<file path="src/mcm_defines.svh">
`ifndef MCM_DEFINES_SVH
`define MCM_DEFINES_SVH
// csr indices on the device carrier (per processor unless noted)
`define MCM_REG_CMD      4'h0
`define MCM_REG_SRC_PF   4'h1
`define MCM_REG_DST_PF   4'h2
`define MCM_REG_SRC_OFF  4'h3
`define MCM_REG_DST_OFF  4'h4
`define MCM_REG_STATUS   4'h5
`define MCM_REG_CTX      4'h6
`define MCM_REG_RX_CFG   4'h8
`define MCM_REG_RX_AVAIL 4'h9
`define MCM_REG_RX_OCC   4'hA
// field positions, lsb numbering (bit 0 of the big-endian view is [63])
`define MCM_CMD_READY    40
`define MCM_CMD_SIDX     39:38
`define MCM_CMD_ABORT_EN 37
`define MCM_CMD_PURGE    36
`define MCM_CMD_SRC_TBL  35
`define MCM_CMD_DST_TBL  34
`define MCM_CMD_MSG      33
`define MCM_CMD_ZERO     32
`define MCM_CMD_IN_IE    29
`define MCM_CMD_CMP_IE   28:27
`define MCM_CMD_INUM     26:22
`define MCM_CMD_LEN      21:0
`define MCM_PF_FRAME     39:12
`define MCM_OFF_FIELD    21:0
`define MCM_CTX_ARMED    0
`define MCM_CTX_TRIG     1
`define MCM_RX_SIZE      1:0
`define MCM_RX_OFF       24:5
`define MCM_ST_VALID     63
`define MCM_ST_OVF       62
// completion classes and error codes
`define MCM_CLS_OK       4'h0
`define MCM_CLS_MOVER    4'h1
`define MCM_CLS_ALLOC    4'h6
`define MCM_CODE_PURGE   5'h00
`define MCM_CODE_NOMEM   5'h02
// reception area geometry, in 32-byte lines, and status queue depth in entries
`define MCM_RX_LOG2_MIN  5'd10
`define MCM_RX_LOG2_STEP 5'd3
`define MCM_QUEUE_DEPTH  2'd3
// wishbone register byte offsets of the controller
`define MCM_WB_CTRL      5'h00
`define MCM_WB_WLO       5'h04
`define MCM_WB_WHI       5'h08
`define MCM_WB_RLO       5'h0C
`define MCM_WB_RHI       5'h10
`define MCM_WB_IRQ       5'h14
`endif

</file>
<file path="src/mcm_pkg.sv">
package mcm_pkg;
  typedef enum logic [1:0] {
    MCM_IDLE = 2'b00,
    MCM_TAKE = 2'b01,
    MCM_RUN  = 2'b10,
    MCM_POST = 2'b11
  } mcm_state_e;
  typedef logic [61:0] mcm_entry_t;
endpackage

</file>
<file path="src/mcm_if.sv">
`timescale 1ns/1ps
`default_nettype none
interface mcm_if;
  logic        csr_req;
  logic        csr_we;
  logic        csr_cpu;
  logic [3:0]  csr_addr;
  logic [63:0] csr_wdata;
  logic        csr_ack;
  logic [63:0] csr_rdata;
  logic        irq_valid;
  logic        irq_cpu;
  logic [5:0]  irq_num;
  modport device (input csr_req, csr_we, csr_cpu, csr_addr, csr_wdata,
                  output csr_ack, csr_rdata, irq_valid, irq_cpu, irq_num);
  modport host (output csr_req, csr_we, csr_cpu, csr_addr, csr_wdata,
                input csr_ack, csr_rdata, irq_valid, irq_cpu, irq_num);
endinterface
`default_nettype wire

</file>
<file path="src/mcm_status_queue.sv">
`timescale 1ns/1ps
`default_nettype none
`include "mcm_defines.svh"
module mcm_status_queue
  import mcm_pkg::*;
(
  input  wire logic       clk,
  input  wire logic       rst_n,
  input  wire logic       push,
  input  wire mcm_entry_t push_entry,
  input  wire logic       pop,
  output mcm_entry_t      head,
  output logic            valid,
  output logic            overflow
);
  mcm_entry_t mem_q [0:2];
  logic [1:0] cnt_q;
  logic       ovf_q;
  logic       do_pop;
  logic       do_push;
  logic [1:0] wr_idx;

  assign do_pop  = pop && (cnt_q != 2'd0);
  assign do_push = push && ((cnt_q != `MCM_QUEUE_DEPTH) || do_pop);
  assign wr_idx  = cnt_q - {1'b0, do_pop};

  always_ff @(posedge clk or negedge rst_n)
  begin
    if (!rst_n)
      cnt_q <= 2'd0;
    else
      cnt_q <= cnt_q + {1'b0, do_push} - {1'b0, do_pop};
  end

  // oldest entry sits at index 0; a read shifts the rest down
  always_ff @(posedge clk)
  begin
    for (int i = 0; i < 3; i++)
    begin
      if (do_push && (wr_idx == 2'(i)))
        mem_q[i] <= push_entry;
      else if (do_pop)
        mem_q[i] <= mem_q[(i == 2) ? 2 : i + 1];
    end
  end

  // a loss in the same cycle as the read keeps the flag
  always_ff @(posedge clk or negedge rst_n)
  begin
    if (!rst_n)
      ovf_q <= 1'b0;
    else if (push && !do_push)
      ovf_q <= 1'b1;
    else if (pop)
      ovf_q <= 1'b0;
  end

  assign head     = mem_q[0];
  assign valid    = (cnt_q != 2'd0);
  assign overflow = ovf_q;
endmodule // mcm_status_queue
`default_nettype wire

</file>
<file path="src/mcm_device.sv">
`timescale 1ns/1ps
`default_nettype none
`include "mcm_defines.svh"
module mcm_device
  import mcm_pkg::*;
(
  input  wire logic        CLK_SYS,
  input  wire logic        RESETN,
  mcm_if.device            LINK,
  input  wire logic        PURGE_SEEN,
  output logic             OP_START,
  output logic             OP_MSG,
  output logic             OP_ZERO,
  output logic [22:0]      OP_BYTES,
  output logic [27:0]      OP_SRC_FRAME,
  output logic             OP_SRC_TBL,
  output logic [9:0]       OP_SRC_IDX,
  output logic [21:0]      OP_SRC_OFF,
  output logic [27:0]      OP_DST_FRAME,
  output logic             OP_DST_TBL,
  output logic [9:0]       OP_DST_IDX,
  output logic [21:0]      OP_DST_OFF,
  output logic [19:0]      OP_MSG_LINE,
  input  wire logic        OP_DONE,
  input  wire logic [3:0]  OP_CLASS,
  input  wire logic [1:0]  OP_CTRL,
  input  wire logic [3:0]  OP_PORT,
  input  wire logic [4:0]  OP_CODE,
  input  wire logic [21:0] OP_REMAIN
);
  logic [63:0] cmd_q   [0:1];
  logic [63:0] spf_q   [0:1];
  logic [63:0] dpf_q   [0:1];
  logic [63:0] soff_q  [0:1];
  logic [63:0] doff_q  [0:1];
  logic [1:0]  ctx_q   [0:1];
  logic [1:0]  rx_size_q;
  logic [19:0] avail_q;
  logic [19:0] occ_q;
  logic        ack_q;
  logic [63:0] rdata_q;
  logic        irq_q;
  logic        irq_cpu_q;
  logic [5:0]  irq_num_q;
  mcm_state_e  state_q;
  logic        cur_q;
  mcm_entry_t  entry_q;
  logic        acc;
  logic        wr;
  logic [1:0]  clr_ready;
  logic [1:0]  q_push;
  logic [1:0]  q_pop;
  logic [1:0]  q_valid;
  logic [1:0]  q_ovf;
  mcm_entry_t  q_head [0:1];
  logic [63:0] cmd_c;
  logic [17:0] msg_lines;
  logic [20:0] area_lines;
  logic [20:0] wrap_mask;
  logic [20:0] used_lines;
  logic        alloc_ok;

  // table mode splits the field, else it is a plain page offset
  function automatic logic [31:0] mcm_xlate(input logic tbl, input logic [21:0] off);
    mcm_xlate = tbl ? {off[21:12], 10'h0, off[11:0]}
                    : {10'h0, off};
  endfunction

  assign acc = LINK.csr_req && !ack_q;
  assign wr  = acc && LINK.csr_we;

  generate
    for (genvar c = 0; c < 2; c++)
    begin : g_cpu
      logic sel;
      logic guard_ok;
      logic guarded;
      assign sel      = wr && (LINK.csr_cpu == 1'(c));
      assign guard_ok = !cmd_q[c][`MCM_CMD_READY] && ctx_q[c][`MCM_CTX_ARMED];
      assign guarded  = sel && (LINK.csr_addr inside {`MCM_REG_CMD, `MCM_REG_SRC_PF,
                        `MCM_REG_DST_PF, `MCM_REG_SRC_OFF, `MCM_REG_DST_OFF});
      assign q_pop[c] = acc && !LINK.csr_we && (LINK.csr_cpu == 1'(c))
                        && (LINK.csr_addr == `MCM_REG_STATUS);

      always_ff @(posedge CLK_SYS or negedge RESETN)
      begin
        if (!RESETN)
        begin
          cmd_q[c]  <= 64'h0000_0000_0000_0000;
          spf_q[c]  <= 64'h0000_0000_0000_0000;
          dpf_q[c]  <= 64'h0000_0000_0000_0000;
          soff_q[c] <= 64'h0000_0000_0000_0000;
          doff_q[c] <= 64'h0000_0000_0000_0000;
        end
        else
        begin
          if (guarded && guard_ok)
          begin
            unique case (LINK.csr_addr)
              `MCM_REG_CMD:     cmd_q[c]  <= LINK.csr_wdata;
              `MCM_REG_SRC_PF:  spf_q[c]  <= LINK.csr_wdata;
              `MCM_REG_DST_PF:  dpf_q[c]  <= LINK.csr_wdata;
              `MCM_REG_SRC_OFF: soff_q[c] <= LINK.csr_wdata;
              `MCM_REG_DST_OFF: doff_q[c] <= LINK.csr_wdata;
              default: ;
            endcase
          end
          if (clr_ready[c])
            cmd_q[c][`MCM_CMD_READY] <= 1'b0;
          if (PURGE_SEEN)
            cmd_q[c][`MCM_CMD_PURGE] <= 1'b1;
        end
      end

      // a guarded write keeps the arm only if triggered: next triggered = armed
      always_ff @(posedge CLK_SYS or negedge RESETN)
      begin
        if (!RESETN)
          ctx_q[c] <= 2'b00;
        else if (sel && (LINK.csr_addr == `MCM_REG_CTX))
          ctx_q[c] <= LINK.csr_wdata[1:0];
        else if (guarded)
          ctx_q[c] <= {ctx_q[c][`MCM_CTX_ARMED],
                       ctx_q[c][`MCM_CTX_ARMED] & ctx_q[c][`MCM_CTX_TRIG]};
      end

      mcm_status_queue u_queue (
        .clk        (CLK_SYS),
        .rst_n      (RESETN),
        .push       (q_push[c]),
        .push_entry (entry_q),
        .pop        (q_pop[c]),
        .head       (q_head[c]),
        .valid      (q_valid[c]),
        .overflow   (q_ovf[c])
      );
    end
  endgenerate

  // reception area, shared by both processors
  always_ff @(posedge CLK_SYS or negedge RESETN)
  begin
    if (!RESETN)
    begin
      rx_size_q <= 2'b00;
      avail_q   <= 20'h0_0000;
      occ_q     <= 20'h0_0000;
    end
    else
    begin
      if (wr && (LINK.csr_addr == `MCM_REG_RX_CFG))
        rx_size_q <= LINK.csr_wdata[`MCM_RX_SIZE];
      if (wr && (LINK.csr_addr == `MCM_REG_RX_OCC))
        occ_q <= LINK.csr_wdata[`MCM_RX_OFF];
      if (state_q == MCM_TAKE && cmd_c[`MCM_CMD_MSG] && alloc_ok)
        avail_q <= 20'((21'(avail_q) + 21'(msg_lines)) & wrap_mask);
      else if (wr && (LINK.csr_addr == `MCM_REG_RX_AVAIL))
        avail_q <= LINK.csr_wdata[`MCM_RX_OFF];
    end
  end

  // one bit above the offset tells full from empty
  assign cmd_c      = cmd_q[cur_q];
  assign msg_lines  = {1'b0, cmd_c[21:5]} + 18'h0_0001;
  assign area_lines = 21'h00_0001 << (`MCM_RX_LOG2_MIN + rx_size_q * `MCM_RX_LOG2_STEP);
  assign wrap_mask  = (area_lines << 1) - 21'h00_0001;
  assign used_lines = (21'(avail_q) - 21'(occ_q)) & wrap_mask;
  assign alloc_ok   = 21'(msg_lines) <= (area_lines - used_lines);

  always_ff @(posedge CLK_SYS or negedge RESETN)
  begin
    if (!RESETN)
    begin
      ack_q   <= 1'b0;
      rdata_q <= 64'h0000_0000_0000_0000;
    end
    else
    begin
      ack_q <= acc;
      if (acc && !LINK.csr_we)
      begin
        unique case (LINK.csr_addr)
          `MCM_REG_CMD:      rdata_q <= cmd_q[LINK.csr_cpu];
          `MCM_REG_SRC_PF:   rdata_q <= spf_q[LINK.csr_cpu];
          `MCM_REG_DST_PF:   rdata_q <= dpf_q[LINK.csr_cpu];
          `MCM_REG_SRC_OFF:  rdata_q <= soff_q[LINK.csr_cpu];
          `MCM_REG_DST_OFF:  rdata_q <= doff_q[LINK.csr_cpu];
          `MCM_REG_STATUS:   rdata_q <= {q_valid[LINK.csr_cpu], q_ovf[LINK.csr_cpu],
                                         q_head[LINK.csr_cpu]};
          `MCM_REG_CTX:      rdata_q <= {62'h0, ctx_q[LINK.csr_cpu]};
          `MCM_REG_RX_CFG:   rdata_q <= {62'h0, rx_size_q};
          `MCM_REG_RX_AVAIL: rdata_q <= {39'h0, avail_q, 5'h00};
          `MCM_REG_RX_OCC:   rdata_q <= {39'h0, occ_q, 5'h00};
          default:           rdata_q <= 64'h0000_0000_0000_0000;
        endcase
      end
    end
  end

  assign clr_ready = (state_q == MCM_TAKE) ? (cur_q ? 2'b10 : 2'b01) : 2'b00;
  assign q_push    = (state_q == MCM_POST) ? (cur_q ? 2'b10 : 2'b01) : 2'b00;

  // mover sequencer: processor 0 wins a tie
  always_ff @(posedge CLK_SYS or negedge RESETN)
  begin
    if (!RESETN)
    begin
      state_q      <= MCM_IDLE;
      cur_q        <= 1'b0;
      entry_q      <= '0;
      OP_START     <= 1'b0;
      OP_MSG       <= 1'b0;
      OP_ZERO      <= 1'b0;
      OP_BYTES     <= 23'h00_0000;
      OP_SRC_FRAME <= 28'h000_0000;
      OP_SRC_TBL   <= 1'b0;
      {OP_SRC_IDX, OP_SRC_OFF} <= 32'h0000_0000;
      OP_DST_FRAME <= 28'h000_0000;
      OP_DST_TBL   <= 1'b0;
      {OP_DST_IDX, OP_DST_OFF} <= 32'h0000_0000;
      OP_MSG_LINE  <= 20'h0_0000;
    end
    else
    begin
      OP_START <= 1'b0;
      unique case (state_q)
        MCM_IDLE:
        begin
          if (cmd_q[0][`MCM_CMD_READY] || cmd_q[1][`MCM_CMD_READY])
          begin
            cur_q   <= !cmd_q[0][`MCM_CMD_READY];
            state_q <= MCM_TAKE;
          end
        end
        MCM_TAKE:
        begin
          entry_q <= {cmd_c[`MCM_CMD_SIDX], 60'h0};
          if (cmd_c[`MCM_CMD_ABORT_EN] && cmd_c[`MCM_CMD_PURGE])
          begin
            entry_q[59:0] <= {`MCM_CLS_MOVER, 6'h00, `MCM_CODE_PURGE, 23'h0,
                              cmd_c[`MCM_CMD_LEN]};
            state_q       <= MCM_POST;
          end
          else if (cmd_c[`MCM_CMD_MSG] && !alloc_ok)
          begin
            entry_q[59:0] <= {`MCM_CLS_ALLOC, 6'h00, `MCM_CODE_NOMEM, 45'h0};
            state_q       <= MCM_POST;
          end
          else
          begin
            OP_START     <= 1'b1;
            OP_MSG       <= cmd_c[`MCM_CMD_MSG];
            OP_ZERO      <= cmd_c[`MCM_CMD_ZERO];
            OP_BYTES     <= cmd_c[`MCM_CMD_MSG] ? {msg_lines, 5'h00}
                                                : {1'b0, cmd_c[`MCM_CMD_LEN]} + 23'h00_0001;
            OP_SRC_FRAME <= spf_q[cur_q][`MCM_PF_FRAME];
            OP_SRC_TBL   <= cmd_c[`MCM_CMD_SRC_TBL];
            {OP_SRC_IDX, OP_SRC_OFF} <= mcm_xlate(cmd_c[`MCM_CMD_SRC_TBL],
                                                 soff_q[cur_q][`MCM_OFF_FIELD]);
            OP_DST_FRAME <= dpf_q[cur_q][`MCM_PF_FRAME];
            OP_DST_TBL   <= cmd_c[`MCM_CMD_DST_TBL];
            {OP_DST_IDX, OP_DST_OFF} <= mcm_xlate(cmd_c[`MCM_CMD_DST_TBL],
                                                 doff_q[cur_q][`MCM_OFF_FIELD]);
            OP_MSG_LINE  <= avail_q;
            state_q      <= MCM_RUN;
          end
        end
        MCM_RUN:
        begin
          if (OP_DONE)
          begin
            entry_q[59:0] <= {OP_CLASS, OP_CTRL, OP_PORT, OP_CODE, 23'h0,
                              (OP_CLASS == `MCM_CLS_OK) ? 22'h3F_FFFF : OP_REMAIN};
            state_q       <= MCM_POST;
          end
        end
        MCM_POST:
          state_q <= MCM_IDLE;
      endcase
    end
  end

  // interrupt number: five high bits from the command, lsb marks the event
  always_ff @(posedge CLK_SYS or negedge RESETN)
  begin
    if (!RESETN)
    begin
      irq_q     <= 1'b0;
      irq_cpu_q <= 1'b0;
      irq_num_q <= 6'h00;
    end
    else
    begin
      irq_q     <= 1'b0;
      irq_cpu_q <= cur_q;
      if (state_q == MCM_TAKE)
      begin
        irq_q     <= cmd_c[`MCM_CMD_IN_IE];
        irq_num_q <= {cmd_c[`MCM_CMD_INUM], 1'b0};
      end
      else if (state_q == MCM_POST)
      begin
        irq_q     <= (cmd_c[`MCM_CMD_CMP_IE] == 2'b01) || (cmd_c[`MCM_CMD_CMP_IE] == 2'b11)
                     || ((cmd_c[`MCM_CMD_CMP_IE] == 2'b10) && (entry_q[59:56] != 4'h0));
        irq_num_q <= {cmd_c[`MCM_CMD_INUM], 1'b1};
      end
    end
  end

  assign LINK.csr_ack   = ack_q;
  assign LINK.csr_rdata = rdata_q;
  assign LINK.irq_valid = irq_q;
  assign LINK.irq_cpu   = irq_cpu_q;
  assign LINK.irq_num   = irq_num_q;
endmodule // mcm_device
`default_nettype wire

</file>
<file path="src/flat_wrapper.sv">
// flat-port wrapper written by rule: the top's interface ports become plain ports
module mcm_device_flat import mcm_pkg::*;
  (CLK_SYS, RESETN, PURGE_SEEN, OP_START, OP_MSG, OP_ZERO, OP_BYTES, OP_SRC_FRAME, OP_SRC_TBL, OP_SRC_IDX, OP_SRC_OFF, OP_DST_FRAME, OP_DST_TBL, OP_DST_IDX, OP_DST_OFF, OP_MSG_LINE, OP_DONE, OP_CLASS, OP_CTRL, OP_PORT, OP_CODE, OP_REMAIN, LINK_csr_req, LINK_csr_we, LINK_csr_cpu, LINK_csr_addr, LINK_csr_wdata, LINK_csr_ack, LINK_csr_rdata, LINK_irq_valid, LINK_irq_cpu, LINK_irq_num);
  mcm_if LINK_i ();
  input  wire logic CLK_SYS;
  input  wire logic RESETN;
  input  wire logic PURGE_SEEN;
  output logic OP_START;
  output logic OP_MSG;
  output logic OP_ZERO;
  output logic [22:0] OP_BYTES;
  output logic [27:0] OP_SRC_FRAME;
  output logic OP_SRC_TBL;
  output logic [9:0] OP_SRC_IDX;
  output logic [21:0] OP_SRC_OFF;
  output logic [27:0] OP_DST_FRAME;
  output logic OP_DST_TBL;
  output logic [9:0] OP_DST_IDX;
  output logic [21:0] OP_DST_OFF;
  output logic [19:0] OP_MSG_LINE;
  input  wire logic OP_DONE;
  input  wire logic [3:0] OP_CLASS;
  input  wire logic [1:0] OP_CTRL;
  input  wire logic [3:0] OP_PORT;
  input  wire logic [4:0] OP_CODE;
  input  wire logic [21:0] OP_REMAIN;
  input wire logic [$bits(LINK_i.csr_req)-1:0] LINK_csr_req;
  input wire logic [$bits(LINK_i.csr_we)-1:0] LINK_csr_we;
  input wire logic [$bits(LINK_i.csr_cpu)-1:0] LINK_csr_cpu;
  input wire logic [$bits(LINK_i.csr_addr)-1:0] LINK_csr_addr;
  input wire logic [$bits(LINK_i.csr_wdata)-1:0] LINK_csr_wdata;
  output wire logic [$bits(LINK_i.csr_ack)-1:0] LINK_csr_ack;
  output wire logic [$bits(LINK_i.csr_rdata)-1:0] LINK_csr_rdata;
  output wire logic [$bits(LINK_i.irq_valid)-1:0] LINK_irq_valid;
  output wire logic [$bits(LINK_i.irq_cpu)-1:0] LINK_irq_cpu;
  output wire logic [$bits(LINK_i.irq_num)-1:0] LINK_irq_num;
  assign LINK_i.csr_req = LINK_csr_req;
  assign LINK_i.csr_we = LINK_csr_we;
  assign LINK_i.csr_cpu = LINK_csr_cpu;
  assign LINK_i.csr_addr = LINK_csr_addr;
  assign LINK_i.csr_wdata = LINK_csr_wdata;
  assign LINK_csr_ack = LINK_i.csr_ack;
  assign LINK_csr_rdata = LINK_i.csr_rdata;
  assign LINK_irq_valid = LINK_i.irq_valid;
  assign LINK_irq_cpu = LINK_i.irq_cpu;
  assign LINK_irq_num = LINK_i.irq_num;
  mcm_device u_core (.CLK_SYS(CLK_SYS), .RESETN(RESETN), .LINK(LINK_i), .PURGE_SEEN(PURGE_SEEN), .OP_START(OP_START), .OP_MSG(OP_MSG), .OP_ZERO(OP_ZERO), .OP_BYTES(OP_BYTES), .OP_SRC_FRAME(OP_SRC_FRAME), .OP_SRC_TBL(OP_SRC_TBL), .OP_SRC_IDX(OP_SRC_IDX), .OP_SRC_OFF(OP_SRC_OFF), .OP_DST_FRAME(OP_DST_FRAME), .OP_DST_TBL(OP_DST_TBL), .OP_DST_IDX(OP_DST_IDX), .OP_DST_OFF(OP_DST_OFF), .OP_MSG_LINE(OP_MSG_LINE), .OP_DONE(OP_DONE), .OP_CLASS(OP_CLASS), .OP_CTRL(OP_CTRL), .OP_PORT(OP_PORT), .OP_CODE(OP_CODE), .OP_REMAIN(OP_REMAIN));
endmodule
</file>
<file path="config.mk">
export PLATFORM = sky130hd
export DESIGN_NAME = mcm_device_flat
export DESIGN_NICKNAME = d
export VERILOG_FILES = /design/src/mcm_pkg.sv /design/src/mcm_if.sv /design/src/mcm_status_queue.sv /design/src/mcm_device.sv /design/src/flat_wrapper.sv
export VERILOG_INCLUDE_DIRS = /design/src
export SDC_FILE = /design/constraint.sdc
export NUM_CORES = 2
export LEC_CHECK = 0
export ABC_AREA = 1
export BUFFER_PORTS_ARGS = -buffer_cell sky130_fd_sc_hd__buf_2
export CORE_MARGIN = 1
export CORE_UTILIZATION = 55
export DETAILED_ROUTE_END_ITERATION = 8
export HOLD_SLACK_MARGIN = 0.06
export PLACE_DENSITY = 0.8
export SYNTH_ARGS = -nofsm -noshare
export SYNTH_HDL_FRONTEND = slang
export SYNTH_SLANG_ARGS = --single-unit
</file>
<file path="constraint.sdc">
create_clock -name CLK_SYS -period 5 [get_ports CLK_SYS]
set_clock_uncertainty 0.2 [all_clocks]
set_input_delay 0.25 -clock CLK_SYS [delete_from_list [all_inputs] [get_ports CLK_SYS]]
set_output_delay 0.25 -clock CLK_SYS [all_outputs]
set_load 0.005 [all_outputs]
</file>
Yosys cells after proc, flatten, opt, wreduce, memory -nomap -nowiden
Memory sizes are Yosys's and may differ from the RTL's.
Cells that the tools add are included.
{ "word_totals": {"reg_bits": 998, "ramBits": 372, "output_inout_bits": 241, "n_memories": 2} }
{ "memory_table": {"columns": ["memory", "words", "word_bits", "read_ports", "rd_clocked_by_memory_dff", "write_ports", "line", "source"], "rows": [
  ["u_core.g_cpu[0].u_queue.mem_q", 3, 62, 3, 0, 3, "mcm_status_queue.sv:16", "mcm_entry_t mem_q [0:2];"],
  ["u_core.g_cpu[1].u_queue.mem_q", 3, 62, 3, 0, 3, "mcm_status_queue.sv:16", null]
]} }
{ "classes": {"n_addsub": 13, "multipliers": 1, "n_lt_le_gt_ge": 4, "eq_ne": 23, "shift": 1, "muxes": 114, "bitwise_logic": 15, "n_reduce_logical": 90} }
{ "ops": {"columns": ["operator", "count"], "rows": [
  ["$mux 64", 15],
  ["$pmux 64 s10", 1],
  ["$mux 62", 9],
  ["$mux 40", 9],
  ["$mux 41", 4],
  ["$mux 22", 7],
  ["$mux 60", 2],
  ["$pmux 60 s2", 1],
  ["$mux 32", 2],
  ["$mux 59", 1],
  ["$mux 1", 44],
  ["$mux 20", 2],
  ["$logic_and 1x1->1", 37],
  ["$reduce_and 2->1", 17],
  ["$reduce_bool 2->1", 16],
  ["$mux 2", 13],
  ["$add 22x1->23 const B", 1],
  ["$mux 23", 1],
  ["$and 21x21->21", 1],
  ["$le 18x21->1", 1],
  ["$shl 1x5->21 const A", 1],
  ["$sub 20x20->21", 1],
  ["$sub 21x1->21 const B", 1],
  ["$sub 21x21->21", 1],
  ["other kinds (30)", 73]
]} }

Longest topological paths before layout
{ "logic_depth": {"ltp_word": 12, "depth_mapped": 35} }

Cells and area by module
Synthesis repeated with hierarchy kept, for this count alone.
{ "unflattened": {"hier_cells": 7464, "area_unflattened_um2": 63955.1} }
{ "modules_own_cells": {"columns": ["mod", "n_inst", "cells_per_inst", "area_each_um2", "seq_area_each_um2"], "rows": [
  ["mcm_device", 1, 6200, 48382.7, 24248.3],
  ["mcm_status_queue", 2, 632, 7786.2, 5660.4]
]} }

Worst setup path before layout
Ideal clock, no wire load.
{ "synth_timing": {"path_type": "register -> register", "start": "register u_core.avail_q[2]", "end": "register u_core.OP_DST_FRAME[12]", "setup_ns": 0.123, "t_arrival_ns": 4.410, "required_ns": 4.677, "slack_ns": 0.267, "stages_incl_launch_ff": 30, "path_buffers": 3, "cell_sequence": "dfrtp_1 ha_1 a21oi_1 nand2_1 a21oi_1 o21ai_0 a21oi_1 o21ai_0 a21oi_1 o21ai_0 ha_1 a21o_1 a21oi_1 o31ai_1 a41oi_1 xor2_1 ha_1 nand2_1 nor2_1 a211oi_1 nand2_1 nand2_1 nand2_1 nand4_2 nand3_2 buf_6 buf_12 buf_12 nand2_4 o21ai_2"} }
{ "synth_via": {"elab_chain_cells": 8} }
{ "synth_lines": {"columns": ["item", "line", "source"], "rows": [
  ["start: declaration", "mcm_device.sv:38", "logic [19:0] avail_q;"],
  ["start signal: assignment", "mcm_device.sv:156", "avail_q <= 20'((21'(avail_q) + 21'(msg_lines)) & wrap_mask);"],
  ["start signal: assignment", "mcm_device.sv:158", "avail_q <= LINK.csr_wdata[`MCM_RX_OFF];"],
  ["$sub 20x20->21", "mcm_device.sv:167", "assign used_lines = (21'(avail_q) - 21'(occ_q)) & wrap_mask;"],
  ["$and 21x21->21", "mcm_device.sv:167", null],
  ["$sub 21x21->21", "mcm_device.sv:168", "assign alloc_ok = 21'(msg_lines) <= (area_lines - used_lines);"],
  ["$le 18x21->1", "mcm_device.sv:168", null],
  ["$logic_not 1->1", "mcm_device.sv:244", "else if (cmd_c[`MCM_CMD_MSG] && !alloc_ok)"],
  ["$logic_and 1x1->1", "mcm_device.sv:244", null],
  ["$not 1->1 (no source line)", null, null],
  ["$reduce_and 3->1 (no source line)", null, null],
  ["end signal: assignment", "mcm_device.sv:260", "OP_DST_FRAME <= dpf_q[cur_q][`MCM_PF_FRAME];"],
  ["end: declaration", "mcm_device.sv:19", "output logic [27:0] OP_DST_FRAME,"]
]} }
No other way between the ends.
A chain may end at the register's enable or synchronous reset.

Worst setup path in the final report
{ "layout_timing": {"start": "register u_core.avail_q[2]", "end": "register u_core.OP_DST_OFF[9]"} }
{ "layout_via": {"elab_chain_cells": 8} }
{ "layout_lines": {"columns": ["item", "line", "source"], "rows": [
  ["$sub 20x20->21", "mcm_device.sv:167", null],
  ["$and 21x21->21", "mcm_device.sv:167", null],
  ["$sub 21x21->21", "mcm_device.sv:168", null],
  ["$le 18x21->1", "mcm_device.sv:168", null],
  ["$logic_not 1->1", "mcm_device.sv:244", null],
  ["$logic_and 1x1->1", "mcm_device.sv:244", null],
  ["$not 1->1 (no source line)", null, null],
  ["$reduce_and 3->1 (no source line)", null, null],
  ["end signal: assignment", "mcm_device.sv:262", "{OP_DST_IDX, OP_DST_OFF} <= mcm_xlate(cmd_c[`MCM_CMD_DST_TBL],"],
  ["end: declaration", "mcm_device.sv:22", "output logic [21:0] OP_DST_OFF,"]
]} }
No other way between the ends.

==> Flow_metrics.wiki <==
{| class="wikitable"
! Metric !! Value
|-
| Share of final-layout standard cells stronger than drive strength 1 || 0.1862
|-
| Max-slew headroom || 0.09049
|-
| IR Drop Worst-Case VDD || between 0.0003 and 0.0004 V
|-
| Number of placed instances with taps included || about 8000
|-
| Max H-tree Level || 3
|-
| Synth-to-layout area growth || 19.45%
|-
| Number of clock sinks || between 1000 and 1500
|-
| Utilization of the core after routing || 0.6650
|-
| Crit-path max cell delay || ~400 ps
|-
| Total grt overflow || 0
|-
| Worst path slowest cell || dfrtp_1
|-
| Run status || complete, but fails checks
|-
| Number of nets in the final layout || ~7200
|-
| Placer congestion estimate || around 0.99
|-
| Top_reg_cell synth || dfrtp_1
|-
| Global-route wire length before repair || about 280000 um
|-
| Total via count after detailed routing || 50330
|-
| Die area || around 110000 um2
|-
| Cell area reported after detailed placement || roughly 62000 um2
|-
| FF+latch area || about 31000 um2
|-
| Combinational share of power || 0.309
|-
| Average vias per placed instance || slightly below 6
|-
| Int Pwr || 20.21 mW
|-
| Peak Freq || 0.1989 GHz
|-
| Cell area after synthesis || between 50000 and 60000 um2
|-
| Number of global-route vias before repair || between 40000 and 50000
|-
| Max cap viols || 0
|-
| Proportion of power drawn by the clock network || 0.311
|-
| Post-route non-filler standard cell count || ~8400
|-
| Final critical delay including setup and external delays || between 5000 and 6000 ps
|-
| Core Rows || ~120
|-
| Clock Root Buffer || clkbuf_16
|-
| Nature of the critical path startpoint || flop
|-
| Post-route DRC || 0
|-
| Seq/Total Area, Yosys || 0.5439
|-
| First-pass DRT Iterations || 6
|-
| Violation count after the first detailed-route iteration || roughly 6300
|-
| Setup CP Type || reg2reg
|-
| Leakage Power || ~32 nW
|-
| Classification of the worst-slack hold path || in2reg
|-
| TritonCTS Buffers || 120
|-
| Share of the clock period used by the worst path || 1.006
|-
| Placeable core region || about 100000 um2
|-
| Unrepaired setup endpoints after global routing || true
|-
| Setup tns final || -133.6 ps
|-
| CTS clk-pin slew, worst paths || about 70 ps
|-
| Final wirelength || ~190000 um
|-
| Number of buffers between clock root and the deepest sink || 3
|-
| Largest area contributor in the netlist || dfrtp_1
|-
| Worst setup timing slack at the placement stage || -263.3 ps
|-
| Worst setup slack for register-to-register paths || -30 ps
|-
| Data arrival time of the worst path || between 5000 and 6000 ps
|-
| Relative contribution of sequential cells to total power || 0.380
|-
| Starting utilization of the core area || 0.5567
|-
| Quantity of I/O buffers inserted on ports || about 350
|-
| Total GRT Usage || 0.3489
|-
| TritonCTS clock tree || built
|-
| Antenna violations before repair || 9
|-
| Final max-slew violation count || 0
|-
| Tightest Pin Transition || approximately 1300 ps
|-
| Power per Cell Area || about 440 nW/um2
|-
| Setup slack after layout || -27.76 ps
|-
| Ys async rst share || 0.8065
|-
| Area of the multi-input gates || about 24000 um2
|-
| Required arrival time at the worst endpoint || approximately 5400 ps
|-
| EDFF count, synth || about 230
|-
| Post-synth cell types || 69
|-
| Sort of element at the end of the critical path || flop
|-
| Finished layout cell area || 69020 um2
|-
| Maximum number of pins on one net before global-route repair || 168
|-
| Syn avg cell area || 8.983 um2
|-
| Number of standard cells after synthesis || between 6000 and 7000
|-
| Synth Register Bits || around 1200
|-
| Cell types with the largest area share after synthesis || dfrtp_1 42%, nand2_1 12%, edfxtp_1 12%, a21oi_1 4.1%, o21ai_1 3.9%
|-
| Ys Warns || 0
|-
| Critical-path maximum fanout || 9
|-
| # fillers || between 7000 and 8000
|-
| Wire per inst || ~23 um
|-
| Count of nets left with antenna violations after detail routing || 0
|-
| Die span in x || approximately 330 um
|-
| Sw Ratio || 0.3320
|-
| I/O Pins || 353
|-
| Final setup violation count || 8
|-
| Final count of hold timing violations || 0
|-
| Area fraction of the dominant cell type after synthesis || 0.4223
|-
| Switching power of the nets || 10.05 mW
|-
| Later-pin clock latency in the skew report || 740 ps
|-
| Height of the die || about 330 um
|-
| Violations in the final reports || negative setup slack
|-
| Post-DP HPWL || about 120000 um
|}
-- final timing paths --
path,from,cells past startpoint,end
worst max-delay path,u_core.avail_q[2],33,u_core.OP_DST_OFF[9]
worst min-delay path,LINK_csr_addr[2],7,u_core.ctx_q[2]
worst max register to register,u_core.avail_q[2],33,u_core.OP_DST_OFF[9]
worst min register to register,u_core.LINK.csr_rdata[45],1,u_core.LINK.csr_rdata[45]
max in group asynchronous,RESETN,4,u_core.OP_SRC_OFF[12]
min in group asynchronous,RESETN,3,u_core.dpf_q[69]
-- area by class of cell --
| type | instances | share of cell area |
|---|---|---|
| sequential | 1209 | 0.4554 |
| tap | 1380 | 0.02502 |
| antenna | 2 | 0.00007252 |
| inverter | 313 | 0.01735 |
| timing repair buffer | 786 | 0.09469 |
| clock inverter | 52 | 0.009463 |
| multi-input combinational | 4526 | 0.3482 |
| clock buffer | 172 | 0.04984 |
-- layer usage --
layer,global-route usage,vias up,share of wire
met5,0,-,0.00030
met4,0.1814,10,0.056
met3,0.07204,556,0.10
met2,0.5417,2888,0.46
met1,0.4639,24400,0.38
li1,-,22470,-
-- what timing repair did --
| item | 4_1_cts | 5_1_grt |
|---|---|---|
| gates resized for setup | 38 | 235 |
| hold endpoints to repair | 866 | 0 |
| setup endpoints to repair | 181 | 192 |
| setup buffers | 11 | 15 |
| gates cloned | 4 | 18 |
| hold buffers | 145 | 0 |
| pin swaps | 6 | 31 |
-- cell usage in the layout, fill, tap and decap left out, types with 63 or more instances in the layout --
master            n
nand2_1        1839
dfrtp_1         974
o21ai_1         475
a21oi_1         458
o21ai_0         397
buf_2           350
inv_1           281
nor2_1          275
edfxtp_1        234
buf_4           202
dlygate4sd3_1   144
clkbuf_16       137
nand2_4         130
o21ai_2         122
mux2i_1          99
nand3_1          92
ha_1             77
nand2_2          63
-- stage by stage --
| stage | power (mW) | hold slack, ps |
|---|---|---|
| final | 30.26 | 114.0 |
| after global routing | 31.34 | 121.5 |
| after CTS | 28.97 | 90.96 |
| after detailed placement | 19.11 | 180.8 |
| after global placement | 18.94 | 167.1 |
| after floorplan | 16.27 | -245.6 |
-- flip-flops by register name, indices dropped and copies added, names as in the netlist, 22 cells and up --
register	count
u_core.OP_SRC_FRAME	28
u_core.entry_q	39
u_core.dpf_q	128
u_core.OP_DST_OFF	22
u_core.doff_q	128
u_core.spf_q	128
u_core.OP_BYTES	23
u_core.LINK.csr_rdata	64
u_core.soff_q	128
u_core.cmd_q	128
u_core.g_cpu.u_queue.mem_q	234
u_core.OP_DST_FRAME	28
u_core.OP_SRC_OFF	22
-- power by group through the flow --
stage | combinational (mW) | clock (mW) | sequential, mW
3_5_place_dp | 7.48 | 0 | 11.6
3_3_place_gp | 7.34 | 0 | 11.6
2_1_floorplan | 4.80 | 0 | 11.5
5_1_grt | 9.98 | 9.81 | 11.5
4_1_cts | 8.07 | 9.43 | 11.5
6_report | 9.36 | 9.40 | 11.5
-- critical path: cells and delay by family (launching register included) --
family,cells,cell delay [ps]
buffers and inverters,8,1170
AOI/OAI and AO/OA,6,680
xor gates and xnor gates,2,350
adders and majority gates,3,950
and+or+nand+nor,14,1090
DFF,1,410
-- cell usage after synthesis, drive strengths merged, types with 2 or more instances --
library cell and n:
a2111o 5, a2111oi 2, a211o 3, a211oi 8, a21boi 3, a21o 23, a21oi 472, a221oi 21
a22o 10, a31oi 48, buf 196, clkbuf 203, dfrtp 975, edfxtp 234, fa 3, ha 87
inv 312, mux2 30, mux2i 99, nand2 2032, nand3 96, nand4 23, nor2 297, nor3 36
nor4 37, o211ai 9, o21a 4, o21ai 994, o21bai 9, o221ai 2, o22ai 8, o31ai 9
o32ai 2, o41ai 3, or2 41, or3 9, xnor2 21, xor2 54
-- cell families after synthesis --
group,after synthesis,synth area share
adders and majority gates,90,0.01988
xor gates and xnor gates,75,0.01137
buffers and inverters,712,0.05409
DFF,1209,0.5439
other,1,0.00006490
and+or+nand+nor,2577,0.1913
muxes,129,0.02300
AOI/OAI and AO/OA,1639,0.1564
(Power assumes the default switching activity.)
